File: src/ucrm_map.vh
// Register offsets, field positions, reset values and codes of one serial channel
`ifndef UCRM_MAP_VH
`define UCRM_MAP_VH

// Register offsets on the three address lines
`define UCRM_OFS_HOLDING 3'h0
`define UCRM_OFS_ENABLE 3'h1
`define UCRM_OFS_STATUS 3'h2
`define UCRM_OFS_LINE_CTRL 3'h3
`define UCRM_OFS_MODEM_CTRL 3'h4
`define UCRM_OFS_LINE_STAT 3'h5
`define UCRM_OFS_MODEM_STAT 3'h6
`define UCRM_OFS_SCRATCH 3'h7

// Line control value that hides the divisor latch
`define UCRM_LINE_HIDE_DIV 8'hbf
`define UCRM_LINE_DIV_BIT 7

// Field positions
`define UCRM_IEN_RXDATA 0
`define UCRM_IEN_TXEMPTY 1
`define UCRM_IEN_LINE 2
`define UCRM_IEN_MODEM 3
`define UCRM_FCTL_ENABLE 0
`define UCRM_FCTL_RX_RESET 1
`define UCRM_FCTL_TX_RESET 2
`define UCRM_FCTL_DMA 3
`define UCRM_FCTL_TRIG_HI 7
`define UCRM_FCTL_TRIG_LO 6
`define UCRM_MCTL_DTR 0
`define UCRM_MCTL_RTS 1
`define UCRM_MCTL_OUT1 2
`define UCRM_MCTL_INT_EN 3
`define UCRM_MCTL_LOOP 4

// Writable field masks; bits outside them read zero
`define UCRM_IEN_MASK 8'h0f
`define UCRM_MCTL_MASK 8'h1f

// Reset values
`define UCRM_RST_IEN 8'h00
`define UCRM_RST_LINE 8'h00
`define UCRM_RST_MCTL 8'h00
`define UCRM_RST_SCRATCH 8'h00
`define UCRM_RST_DIVISOR 16'h0001
`define UCRM_RST_TRIG 2'h0

// Receive trigger levels for select codes 00, 01, 10, 11
`define UCRM_TRIG_LVL0 5'h01
`define UCRM_TRIG_LVL1 5'h04
`define UCRM_TRIG_LVL2 5'h08
`define UCRM_TRIG_LVL3 5'h0e

// Interrupt status source codes, bits 3:0
`define UCRM_SRC_LINE 4'h6
`define UCRM_SRC_TIMEOUT 4'hc
`define UCRM_SRC_RXDATA 4'h4
`define UCRM_SRC_TXRDY 4'h2
`define UCRM_SRC_MODEM 4'h0
`define UCRM_SRC_NONE 4'h1

`endif

File: src/ucrm_channel_regs.v
// Register decode, interrupt logic and status of one asynchronous serial channel
//
// What this block does
// RULE1 - Each channel owns its registers, three address lines
// RULE2 - Offset 0: read receive byte, write transmit byte
// RULE3 - Divisor bit set, not 0xbf: divisor bytes
// RULE4 - Offset 1: interrupt enable, four low bits
// RULE5 - Interrupt status: FIFO bits, zeros, source code
// RULE6 - Offset 2 write: FIFO control fields
// RULE7 - Offset 3: line control byte
// RULE8 - Offset 4: modem control, five low bits
// RULE9 - Offset 5: read-only line status byte
// RULE10 - Offset 6: modem inputs and change flags
// RULE11 - Offset 7: scratch byte, no side effect
// RULE12 - Enable bits gate sources into interrupt status
// RULE13 - Receive interrupt follows FIFO level versus trigger
// RULE14 - Status code and interrupt clear together
// RULE15 - Data ready set on push, cleared when empty
// RULE16 - Trigger codes select 1, 4, 8, 14
// RULE17 - Status bit 0 low while interrupt pending
// RULE18 - Only highest-priority pending source is reported
// RULE19 - Host sets FIFO enable to change other fields
// RULE20 - Constant-zero bits ignore writes, read zero
// RULE21 - Writes to read-only locations change nothing
`timescale 1ns/1ps
`include "ucrm_map.vh"

module ucrm_channel_regs #(
    parameter FIFO_DEPTH = 16,
    parameter LVL_W = 5
) (
    input wire mclk,
    input wire resetn,
    input wire chan_sel_n,
    input wire [2:0] addr,
    input wire rd_n,
    input wire wr_n,
    input wire [7:0] wdata,
    output reg [7:0] rdata,
    output reg rdata_oe,
    input wire [7:0] rx_data,
    input wire rx_push,
    input wire [2:0] rx_err_tags,
    input wire rx_overrun,
    input wire rx_fifo_error,
    input wire rx_timeout,
    input wire tx_holding_empty,
    input wire tx_all_empty,
    input wire carrier_detect_in_n,
    input wire ring_indicator_in_n,
    input wire dsr_n,
    input wire cts_n,
    output reg [7:0] tx_data,
    output reg tx_write,
    output reg rx_pop,
    output reg rx_fifo_clear,
    output reg tx_fifo_clear,
    output reg [15:0] divisor,
    output reg [7:0] line_control,
    output reg fifo_enabled,
    output reg dma_mode,
    output reg loopback,
    output reg rts_n,
    output reg dtr_n,
    output reg spare_output_one_n,
    output reg irq
);

    localparam SW = 18;

    // Pin side: bus strobes, address, data and modem inputs
    wire [SW-1:0] pin_in;
    reg [SW-1:0] pin_meta;
    reg [SW-1:0] pin_sync;
    reg rd_prev;
    reg wr_prev;

    // Register state
    reg [7:0] interrupt_enable;
    reg [7:0] modem_control;
    reg [7:0] scratch_byte;
    reg [1:0] trig_sel;
    reg [LVL_W-1:0] rx_level;
    reg [LVL_W-1:0] next_rx_level;
    reg overrun_flag;
    reg txrdy_flag;
    reg tx_empty_prev;
    reg [3:0] modem_prev;
    reg [3:0] modem_delta;

    // Decoded bus events
    wire sel;
    wire rd_start;
    wire wr_start;
    wire [2:0] bus_addr;
    wire [7:0] bus_wdata;
    wire div_access;
    wire hidden_access;
    wire [3:0] modem_now;
    wire data_ready;
    wire [LVL_W-1:0] trig_level;
    wire [7:0] line_status;
    wire [7:0] modem_status;
    wire [7:0] interrupt_status;
    wire [3:0] mctl_loop;
    wire rx_data_pend;

    reg [3:0] int_code;
    reg [7:0] read_mux;

    assign pin_in = {chan_sel_n, rd_n, wr_n, addr, wdata,
                     carrier_detect_in_n, ring_indicator_in_n, dsr_n, cts_n};

    // Two-stage synchroniser per pin; only the second stage is read
    genvar gi;
    generate
        for (gi = 0; gi < SW; gi = gi + 1) begin : g_sync
            always @(posedge mclk or negedge resetn) begin
                if (!resetn) begin
                    pin_meta[gi] <= 1'b1;
                    pin_sync[gi] <= 1'b1;
                end else begin
                    pin_meta[gi] <= pin_in[gi];
                    pin_sync[gi] <= pin_meta[gi];
                end
            end
        end
    endgenerate

    // Strobe history for edge detection
    always @(posedge mclk or negedge resetn) begin
        if (!resetn) begin
            rd_prev <= 1'b1;
            wr_prev <= 1'b1;
        end else begin
            rd_prev <= pin_sync[16];
            wr_prev <= pin_sync[15];
        end
    end

    // Accesses count only while this channel is selected
    assign sel = ~pin_sync[17]; // RULE1
    assign rd_start = sel & ~pin_sync[16] & rd_prev;
    assign wr_start = sel & ~pin_sync[15] & wr_prev;
    assign bus_addr = pin_sync[14:12];
    assign bus_wdata = pin_sync[11:4];

    // Divisor latch window; the 0xbf value opens a set this block lacks
    assign div_access = line_control[`UCRM_LINE_DIV_BIT] &
                        (line_control != `UCRM_LINE_HIDE_DIV); // RULE3
    assign hidden_access = line_control == `UCRM_LINE_HIDE_DIV;

    // Loopback feeds modem outputs back as inputs: carrier, ring, set-ready, clear-to-send
    assign mctl_loop = {modem_control[`UCRM_MCTL_INT_EN], modem_control[`UCRM_MCTL_OUT1],
                        modem_control[`UCRM_MCTL_DTR], modem_control[`UCRM_MCTL_RTS]};
    assign modem_now = modem_control[`UCRM_MCTL_LOOP] ? mctl_loop : ~pin_sync[3:0];

    // Trigger level lookup
    assign trig_level = (trig_sel == 2'h0) ? `UCRM_TRIG_LVL0 :
                        (trig_sel == 2'h1) ? `UCRM_TRIG_LVL1 :
                        (trig_sel == 2'h2) ? `UCRM_TRIG_LVL2 :
                        `UCRM_TRIG_LVL3; // RULE16

    assign data_ready = rx_level != {LVL_W{1'b0}}; // RULE15

    // Line status; error tags belong to the character at the head
    assign line_status = {rx_fifo_error & fifo_enabled,
                          tx_all_empty, tx_holding_empty,
                          rx_err_tags & {3{data_ready}},
                          overrun_flag, data_ready}; // RULE9

    assign modem_status = {modem_now, modem_delta}; // RULE10

    // Receive-data source: trigger level in FIFO mode, any byte otherwise
    assign rx_data_pend = fifo_enabled ? (rx_level >= trig_level) : data_ready; // RULE13

    // Highest-priority enabled source wins; the rest stay pending
    always @* begin
        if (interrupt_enable[`UCRM_IEN_LINE] & (overrun_flag | (|line_status[4:2]))) begin
            int_code = `UCRM_SRC_LINE; // RULE18
        end else if (interrupt_enable[`UCRM_IEN_RXDATA] & rx_timeout & data_ready) begin
            int_code = `UCRM_SRC_TIMEOUT;
        end else if (interrupt_enable[`UCRM_IEN_RXDATA] & rx_data_pend) begin
            int_code = `UCRM_SRC_RXDATA; // RULE12 RULE14
        end else if (interrupt_enable[`UCRM_IEN_TXEMPTY] & txrdy_flag) begin
            int_code = `UCRM_SRC_TXRDY;
        end else if (interrupt_enable[`UCRM_IEN_MODEM] & (|modem_delta)) begin
            int_code = `UCRM_SRC_MODEM;
        end else begin
            int_code = `UCRM_SRC_NONE; // RULE17
        end
    end

    assign interrupt_status = {fifo_enabled, fifo_enabled, 2'b00, int_code}; // RULE5

    // Read multiplexer; reserved bits are forced to zero here
    always @* begin
        case (bus_addr)
            `UCRM_OFS_HOLDING: begin
                if (hidden_access) begin
                    read_mux = 8'h00;
                end else if (div_access) begin
                    read_mux = divisor[7:0]; // RULE3
                end else begin
                    read_mux = rx_data; // RULE2
                end
            end
            `UCRM_OFS_ENABLE: begin
                if (hidden_access) begin
                    read_mux = 8'h00;
                end else if (div_access) begin
                    read_mux = divisor[15:8];
                end else begin
                    read_mux = interrupt_enable & `UCRM_IEN_MASK; // RULE4 RULE20
                end
            end
            `UCRM_OFS_STATUS: read_mux = interrupt_status;
            `UCRM_OFS_LINE_CTRL: read_mux = line_control; // RULE7
            `UCRM_OFS_MODEM_CTRL: read_mux = modem_control & `UCRM_MCTL_MASK; // RULE8 RULE20
            `UCRM_OFS_LINE_STAT: read_mux = line_status;
            `UCRM_OFS_MODEM_STAT: read_mux = modem_status;
            `UCRM_OFS_SCRATCH: read_mux = scratch_byte; // RULE11
            default: read_mux = 8'h00;
        endcase
    end

    // Receive level count; non-FIFO mode holds a single character
    always @* begin
        next_rx_level = rx_level;
        // A push and a pop in one cycle leave the count as it is
        if (rx_push & ~(rx_pop & data_ready) &
            (rx_level < (fifo_enabled ? FIFO_DEPTH[LVL_W-1:0] : {{(LVL_W-1){1'b0}}, 1'b1}))) begin
            next_rx_level = rx_level + {{(LVL_W-1){1'b0}}, 1'b1};
        end else if (rx_pop & data_ready & ~rx_push) begin
            next_rx_level = rx_level - {{(LVL_W-1){1'b0}}, 1'b1};
        end
    end

    // Read side: latch data, pop the receive byte, drive the bus
    always @(posedge mclk or negedge resetn) begin
        if (!resetn) begin
            rdata <= 8'h00;
            rdata_oe <= 1'b0;
            rx_pop <= 1'b0;
        end else begin
            rdata_oe <= sel & ~pin_sync[16];
            rx_pop <= rd_start & (bus_addr == `UCRM_OFS_HOLDING) &
                      ~div_access & ~hidden_access & data_ready;
            if (rd_start) begin
                rdata <= read_mux;
            end
        end
    end

    // Level counter; a receive FIFO reset empties it at once
    always @(posedge mclk or negedge resetn) begin
        if (!resetn) begin
            rx_level <= {LVL_W{1'b0}};
        end else if (rx_fifo_clear) begin
            rx_level <= {LVL_W{1'b0}};
        end else begin
            rx_level <= next_rx_level; // RULE15
        end
    end

    // Write side: control registers and one-cycle strobes
    always @(posedge mclk or negedge resetn) begin
        if (!resetn) begin
            interrupt_enable <= `UCRM_RST_IEN;
            line_control <= `UCRM_RST_LINE;
            modem_control <= `UCRM_RST_MCTL;
            scratch_byte <= `UCRM_RST_SCRATCH;
            divisor <= `UCRM_RST_DIVISOR;
            trig_sel <= `UCRM_RST_TRIG;
            fifo_enabled <= 1'b0;
            dma_mode <= 1'b0;
            tx_data <= 8'h00;
            tx_write <= 1'b0;
            rx_fifo_clear <= 1'b0;
            tx_fifo_clear <= 1'b0;
        end else begin
            tx_write <= 1'b0;
            rx_fifo_clear <= 1'b0;
            tx_fifo_clear <= 1'b0;
            if (wr_start) begin
                case (bus_addr)
                    `UCRM_OFS_HOLDING: begin
                        if (div_access) begin
                            divisor[7:0] <= bus_wdata; // RULE3
                        end else if (!hidden_access) begin
                            tx_data <= bus_wdata; // RULE2
                            tx_write <= 1'b1;
                        end
                    end
                    `UCRM_OFS_ENABLE: begin
                        if (div_access) begin
                            divisor[15:8] <= bus_wdata;
                        end else if (!hidden_access) begin
                            interrupt_enable <= bus_wdata & `UCRM_IEN_MASK; // RULE4 RULE20
                        end
                    end
                    `UCRM_OFS_STATUS: begin
                        fifo_enabled <= bus_wdata[`UCRM_FCTL_ENABLE]; // RULE6
                        if (bus_wdata[`UCRM_FCTL_ENABLE]) begin
                            trig_sel <= bus_wdata[`UCRM_FCTL_TRIG_HI:`UCRM_FCTL_TRIG_LO]; // RULE19
                            dma_mode <= bus_wdata[`UCRM_FCTL_DMA];
                            rx_fifo_clear <= bus_wdata[`UCRM_FCTL_RX_RESET];
                            tx_fifo_clear <= bus_wdata[`UCRM_FCTL_TX_RESET];
                        end
                    end
                    `UCRM_OFS_LINE_CTRL: line_control <= bus_wdata; // RULE7
                    `UCRM_OFS_MODEM_CTRL: modem_control <= bus_wdata & `UCRM_MCTL_MASK; // RULE8
                    `UCRM_OFS_SCRATCH: scratch_byte <= bus_wdata; // RULE11
                    // Status locations hold nothing writable
                    default: scratch_byte <= scratch_byte; // RULE21
                endcase
            end
        end
    end

    // Overrun flag: set wins over the clear by a status read
    always @(posedge mclk or negedge resetn) begin
        if (!resetn) begin
            overrun_flag <= 1'b0;
        end else if (rx_overrun) begin
            overrun_flag <= 1'b1;
        end else if (rd_start & (bus_addr == `UCRM_OFS_LINE_STAT)) begin
            overrun_flag <= 1'b0;
        end
    end

    // Transmit-ready flag: raised on emptying or on enabling while empty
    always @(posedge mclk or negedge resetn) begin
        if (!resetn) begin
            tx_empty_prev <= 1'b1; // Idle level, so no false edge follows reset
            txrdy_flag <= 1'b0;
        end else begin
            tx_empty_prev <= tx_holding_empty;
            if ((tx_holding_empty & ~tx_empty_prev) |
                (wr_start & (bus_addr == `UCRM_OFS_ENABLE) & ~div_access & ~hidden_access &
                 bus_wdata[`UCRM_IEN_TXEMPTY] & ~interrupt_enable[`UCRM_IEN_TXEMPTY] &
                 tx_holding_empty)) begin
                txrdy_flag <= 1'b1;
            end else if ((rd_start & (bus_addr == `UCRM_OFS_STATUS) &
                          (int_code == `UCRM_SRC_TXRDY)) | tx_write) begin
                txrdy_flag <= 1'b0;
            end
        end
    end

    // Modem change flags; a change in the read cycle is kept
    always @(posedge mclk or negedge resetn) begin
        if (!resetn) begin
            modem_prev <= 4'h0;
            modem_delta <= 4'h0;
        end else begin
            modem_prev <= modem_now;
            if (rd_start & (bus_addr == `UCRM_OFS_MODEM_STAT)) begin
                modem_delta <= modem_now ^ modem_prev; // RULE10
            end else begin
                modem_delta <= modem_delta | (modem_now ^ modem_prev);
            end
        end
    end

    // Modem pins go inactive in loopback; interrupt pin gated by enable bit
    always @(posedge mclk or negedge resetn) begin
        if (!resetn) begin
            loopback <= 1'b0;
            rts_n <= 1'b1;
            dtr_n <= 1'b1;
            spare_output_one_n <= 1'b1;
            irq <= 1'b0;
        end else begin
            loopback <= modem_control[`UCRM_MCTL_LOOP];
            rts_n <= ~modem_control[`UCRM_MCTL_RTS] | modem_control[`UCRM_MCTL_LOOP];
            dtr_n <= ~modem_control[`UCRM_MCTL_DTR] | modem_control[`UCRM_MCTL_LOOP];
            spare_output_one_n <= ~modem_control[`UCRM_MCTL_OUT1] |
                                  modem_control[`UCRM_MCTL_LOOP];
            irq <= ~int_code[0] & modem_control[`UCRM_MCTL_INT_EN]; // RULE12 RULE13
        end
    end

endmodule // ucrm_channel_regs

File: config.mk
export PLATFORM = sky130hd
export DESIGN_NAME = ucrm_channel_regs
export DESIGN_NICKNAME = d
export VERILOG_FILES = /design/src/ucrm_channel_regs.v
export VERILOG_INCLUDE_DIRS = /design/src
export SDC_FILE = /design/constraint.sdc
export NUM_CORES = 1
export LEC_CHECK = 0
export BUFFER_PORTS_ARGS = -buffer_cell sky130_fd_sc_hd__buf_2
export CAP_MARGIN = 15
export CELL_PAD_IN_SITES_DETAIL_PLACEMENT = 1
export CELL_PAD_IN_SITES_GLOBAL_PLACEMENT = 1
export CORE_AREA = 3 3 115 117
export DETAILED_ROUTE_END_ITERATION = 10
export DIE_AREA = 0 0 118 120
export HOLD_SLACK_MARGIN = 0.08
export PLACE_DENSITY_LB_ADDON = 0.1
export SYNTH_ARGS = -nofsm -noshare
export SYNTH_HDL_FRONTEND = slang
export SYNTH_SLANG_ARGS = --single-unit
File: constraint.sdc
create_clock -name mclk -period 4.05 [get_ports mclk]
set_clock_uncertainty 0.1 [all_clocks]
set_input_delay 0.2025 -clock mclk [delete_from_list [all_inputs] [get_ports mclk]]
set_output_delay 0.2025 -clock mclk [all_outputs]
set_load 0.03 [all_outputs]
==> impl_table.tex <==
\begin{tabular}{lr}
\hline
Metric & Value \\
\hline
\multicolumn{2}{l}{\textbf{STA}} \\
\quad Number of slew-limit violations in the final report & 0 \\
\quad RSZ-0062 raised after global routing & no \\
\quad Transition time of the tightest slew-check pin & 0.938 ns \\
\quad Number of failing setup endpoints in the final timing report & 0 \\
\quad Period minus WS final & 3.03 ns \\
\quad Setup Total Neg Slack & 0 ns \\
\quad Hold Vio Cnt, Final & 0 \\
\quad Headroom to the max-slew limit & 37.5\% \\
\quad Final worst-path cycle share & 74.8\% \\
\quad Highest clock frequency the design can meet & 0.330 GHz \\
\multicolumn{2}{l}{\textbf{GRT}} \\
\quad Pin count of the biggest net entering global routing & 73 \\
\quad Wire length of the first global-routing pass & 23,800 um \\
\quad Number of antenna violations at the first check in global routing & 0 \\
\quad Total gr overflow & 0 \\
\quad All-layer global routing usage & 22.3\% \\
\quad Number of global-route vias before repair & 4,261 \\
\multicolumn{2}{l}{\textbf{Floorplan}} \\
\quad Number of placement rows & 41 \\
\quad Die height & 120 um \\
\quad Standard cell core area & 0.0125 sq mm \\
\quad Die Footprint & 0.0142 sq mm \\
\quad Number of top-level pins & 89 \\
\quad Overall die width & 118 um \\
\quad Initial core utilization & 43.8\% \\
\multicolumn{2}{l}{\textbf{Setup path}} \\
\quad Worst Setup End Kind & flip-flop \\
\quad Startpoint class of the critical path & flip-flop \\
\quad Required @ worst endpoint & 4.28 ns \\
\quad Crit Path Category & reg2reg \\
\quad Data arrival time of the critical path & 3.26 ns \\
\quad Worst-path maximum fanout & 6 \\
\multicolumn{2}{l}{\textbf{Yosys}} \\
\quad Count of different cell masters after synthesis & 62 \\
\quad Fraction of the yosys area taken by sequential cells & 58.3\% \\
\quad Netlist area before placement & 0.00546 sq mm \\
\quad Instance count of the mapped netlist & 431 \\
\quad Mean instance size in the synthesized netlist & 12.7 sq um \\
\quad Synth warn & 0 \\
\quad Top flip-flop cell by instance count after synthesis & sky130\_fd\_sc\_hd\_\_dfrtp\_1 \\
\quad Count of flip-flops with a built-in enable after synthesis & 0 \\
\quad Asr flop ratio synth & 100\% \\
\quad Synth Register Bits & 125 \\
\quad Synth Net Count & 477 \\
\multicolumn{2}{l}{\textbf{Final layout}} \\
\quad Final-layout fill cell count & 1,297 \\
\quad ANT cells & 0 \\
\quad Final Cell Area & 0.00690 sq mm \\
\quad Most common cell after layout, fill and taps aside & sky130\_fd\_sc\_hd\_\_buf\_2 \\
\quad Post-layout net count & 594 \\
\quad Layout-stage area growth over the synthesis result & 26.4\% \\
\quad Share of post-route cells with drive strength above 1 & 42.6\% \\
\quad Commonest cells after routing, fill and taps aside & sky130\_fd\_sc\_hd\_\_buf\_2, sky130\_fd\_sc\_hd\_\_dfrtp\_1, sky130\_fd\_sc\_hd\_\_mux2\_2 \\
\multicolumn{2}{l}{\textbf{Pwr}} \\
\quad Worst IR drop on VDD & 0.358 mV \\
\quad Share of total power in sequential cells & 39.8\% \\
\quad Power dissipated by switching net loads & 1.24 mW \\
\quad Leakage dissipation & 3.21 nW \\
\quad Clock share of power & 39.1\% \\
\quad Logic pwr share & 21.1\% \\
\quad Int Pwr & 2.80 mW \\
\quad PwrDens & 585 mW/mm\^{}2 \\
\quad Switching Fraction & 30.8\% \\
\multicolumn{2}{l}{\textbf{Clock tree}} \\
\quad Count of H-tree levels built during CTS & 4 \\
\quad Clock-pin slew on the worst setup and hold paths & 0.06 ns \\
\quad Setup bufs post-CTS & 0 \\
\quad Clock latency on the worst-skew pair & 0.42 ns \\
\quad Number of clock sinks & 125 \\
\quad Clock Tree Root & sky130\_fd\_sc\_hd\_\_clkbuf\_16 \\
\quad TritonCTS clock tree & yes \\
\quad Clock Tree Buf Depth & 2 \\
\quad TritonCTS Buffers & 17 \\
\multicolumn{2}{l}{\textbf{Worst hold path}} \\
\quad Path type of the worst min-delay path & in2reg \\
\multicolumn{2}{l}{\textbf{Placed design}} \\
\quad Cell area after placement & 0.00605 sq mm \\
\quad Count of buffers inserted at the top-level ports & 88 \\
\quad HPWL after DPL & 10,400 um \\
\quad Final weighted congestion of routability-driven global placement & 0.892 \\
\multicolumn{2}{l}{\textbf{Routing}} \\
\quad Drt initial violations & 205 \\
\quad Count of TritonRoute iterations in the first routing pass & 4 \\
\quad DRC & 0 \\
\quad Routed wire length & 15,100 um \\
\quad Residual antenna-violating net count after detailed routing & 0 \\
\quad Average wire length per cell after detail routing & 20.7 um \\
\quad Via Count & 3,842 \\
\quad Per-cell via count in the routed design & 5.24 \\
\multicolumn{2}{l}{\textbf{Flow run}} \\
\quad Number of max-cap violations & 0 \\
\multicolumn{2}{l}{\textbf{Status}} \\
\quad Outcome & finished, final reports clean \\
\hline
\end{tabular}
-- area by class of cell --
type	instances	area [sq um]	share of cell area [%]
flip-flops and latches	125	3180	46.1
multi-input cells	268	2110	30.5
repair buffers	114	698	10.1
clock buffers	20	457	6.62
well taps	172	215	3.12
clock inverters	12	160	2.32
inverters	22	82.6	1.20
-- cells in the mapped netlist, types with 6 or more instances --
library cell,count,area [sq um]
sky130_fd_sc_hd__nor2b_1,10,62.6
sky130_fd_sc_hd__mux2i_1,8,80.1
sky130_fd_sc_hd__dfstp_2,43,1130
sky130_fd_sc_hd__mux2_2,47,529
sky130_fd_sc_hd__ha_1,8,100
sky130_fd_sc_hd__a31oi_1,9,56.3
sky130_fd_sc_hd__dfrtp_1,82,2050
sky130_fd_sc_hd__o21ai_0,19,95.1
sky130_fd_sc_hd__mux2_4,11,165
sky130_fd_sc_hd__inv_1,21,78.8
sky130_fd_sc_hd__nor2_1,19,71.3
sky130_fd_sc_hd__nand3_1,6,30.0
sky130_fd_sc_hd__nand2_1,33,124
sky130_fd_sc_hd__clkbuf_1,7,26.3
sky130_fd_sc_hd__a21oi_1,15,75.1
-- power by group through the flow --
stage                     Combinational, mW  Clock, mW  Sequential (mW)
after floorplan                       0.473          0             1.69
after global placement                0.800          0             1.61
after detailed placement              0.832          0             1.63
after CTS                             0.861       1.61             1.61
after global routing                  0.939       1.67             1.63
final                                 0.852       1.58             1.61
-- layer usage --
layer / GRT usage [%] / vias to the layer above / wire [um]
li1: - / 1763 / -
met1: 28.3 / 1958 / 6570
met2: 37.1 / 99 / 7630
met3: 5.80 / 22 / 701
met4: 7.99 / 0 / 237
met5: 0 / - / 0
-- timing repair --
item	in CTS	in global routing
hold endpoints to repair	75	0
hold buffers	24	0
gates resized for setup	0	0
-- per-stage QoR --
step                hold slack (ns)  utilization (%)  total power [mW]  cells  worst slack, ns
floorplan                    -0.193                -              2.16    431             1.16
global placement              0.207             48.5              2.41    677             1.16
detailed placement            0.209             48.5              2.46    677             1.04
CTS                          0.0894             55.4              4.08    733             1.02
global route                  0.113             55.4              4.24    733            0.859
finish                        0.113             55.4              4.04    733             1.02
-- kinds of logic after synthesis --
family / count (synthesis) / share of synthesized area (%)
compound gates: 81 / 10.4
fa+ha+maj: 9 / 2.20
buf+inv: 38 / 3.14
xor+xnor: 6 / 0.962
flops: 125 / 58.3
mux: 66 / 14.2
simple gates: 106 / 10.8
-- flip-flops by register name (all words and copies together), names as in the netlist, 2 cells and up --
register,cells
bus_addr,3
bus_wdata,8
divisor,16
interrupt_enable,4
line_control,8
modem_control,5
modem_delta,4
modem_prev,4
pin_meta,18
pin_sync,7
rdata,8
rx_level,5
scratch_byte,8
trig_sel,2
tx_data,8
-- critical path, cell delays in order, from the launching register on --
cell and delay (ns):
sky130_fd_sc_hd__dfrtp_1 0.44, sky130_fd_sc_hd__or4_4 0.57, sky130_fd_sc_hd__o21ai_2 0.22, sky130_fd_sc_hd__nand3_2 0.16, sky130_fd_sc_hd__ha_1 0.35, sky130_fd_sc_hd__nor2b_1 0.16
sky130_fd_sc_hd__o21a_1 0.18, sky130_fd_sc_hd__or4_1 0.42, sky130_fd_sc_hd__and3_1 0.18, sky130_fd_sc_hd__nor3_1 0.15
-- worst paths after layout --
kind	from	end	slack, ns	cells after the start
setup / recovery	rx_level[1]	rx_level[4]	1.02	9
hold / removal	rx_timeout	rdata[1]	0.11	3
setup reg to reg	rx_level[1]	rx_level[4]	1.02	9
hold reg to reg	pin_meta[2]	pin_sync[2]	0.25	0
max in group asynchronous	resetn	bus_addr[0]	2.50	3
min in group asynchronous	resetn	dma_mode	0.37	2
(Power assumes the default switching activity.)
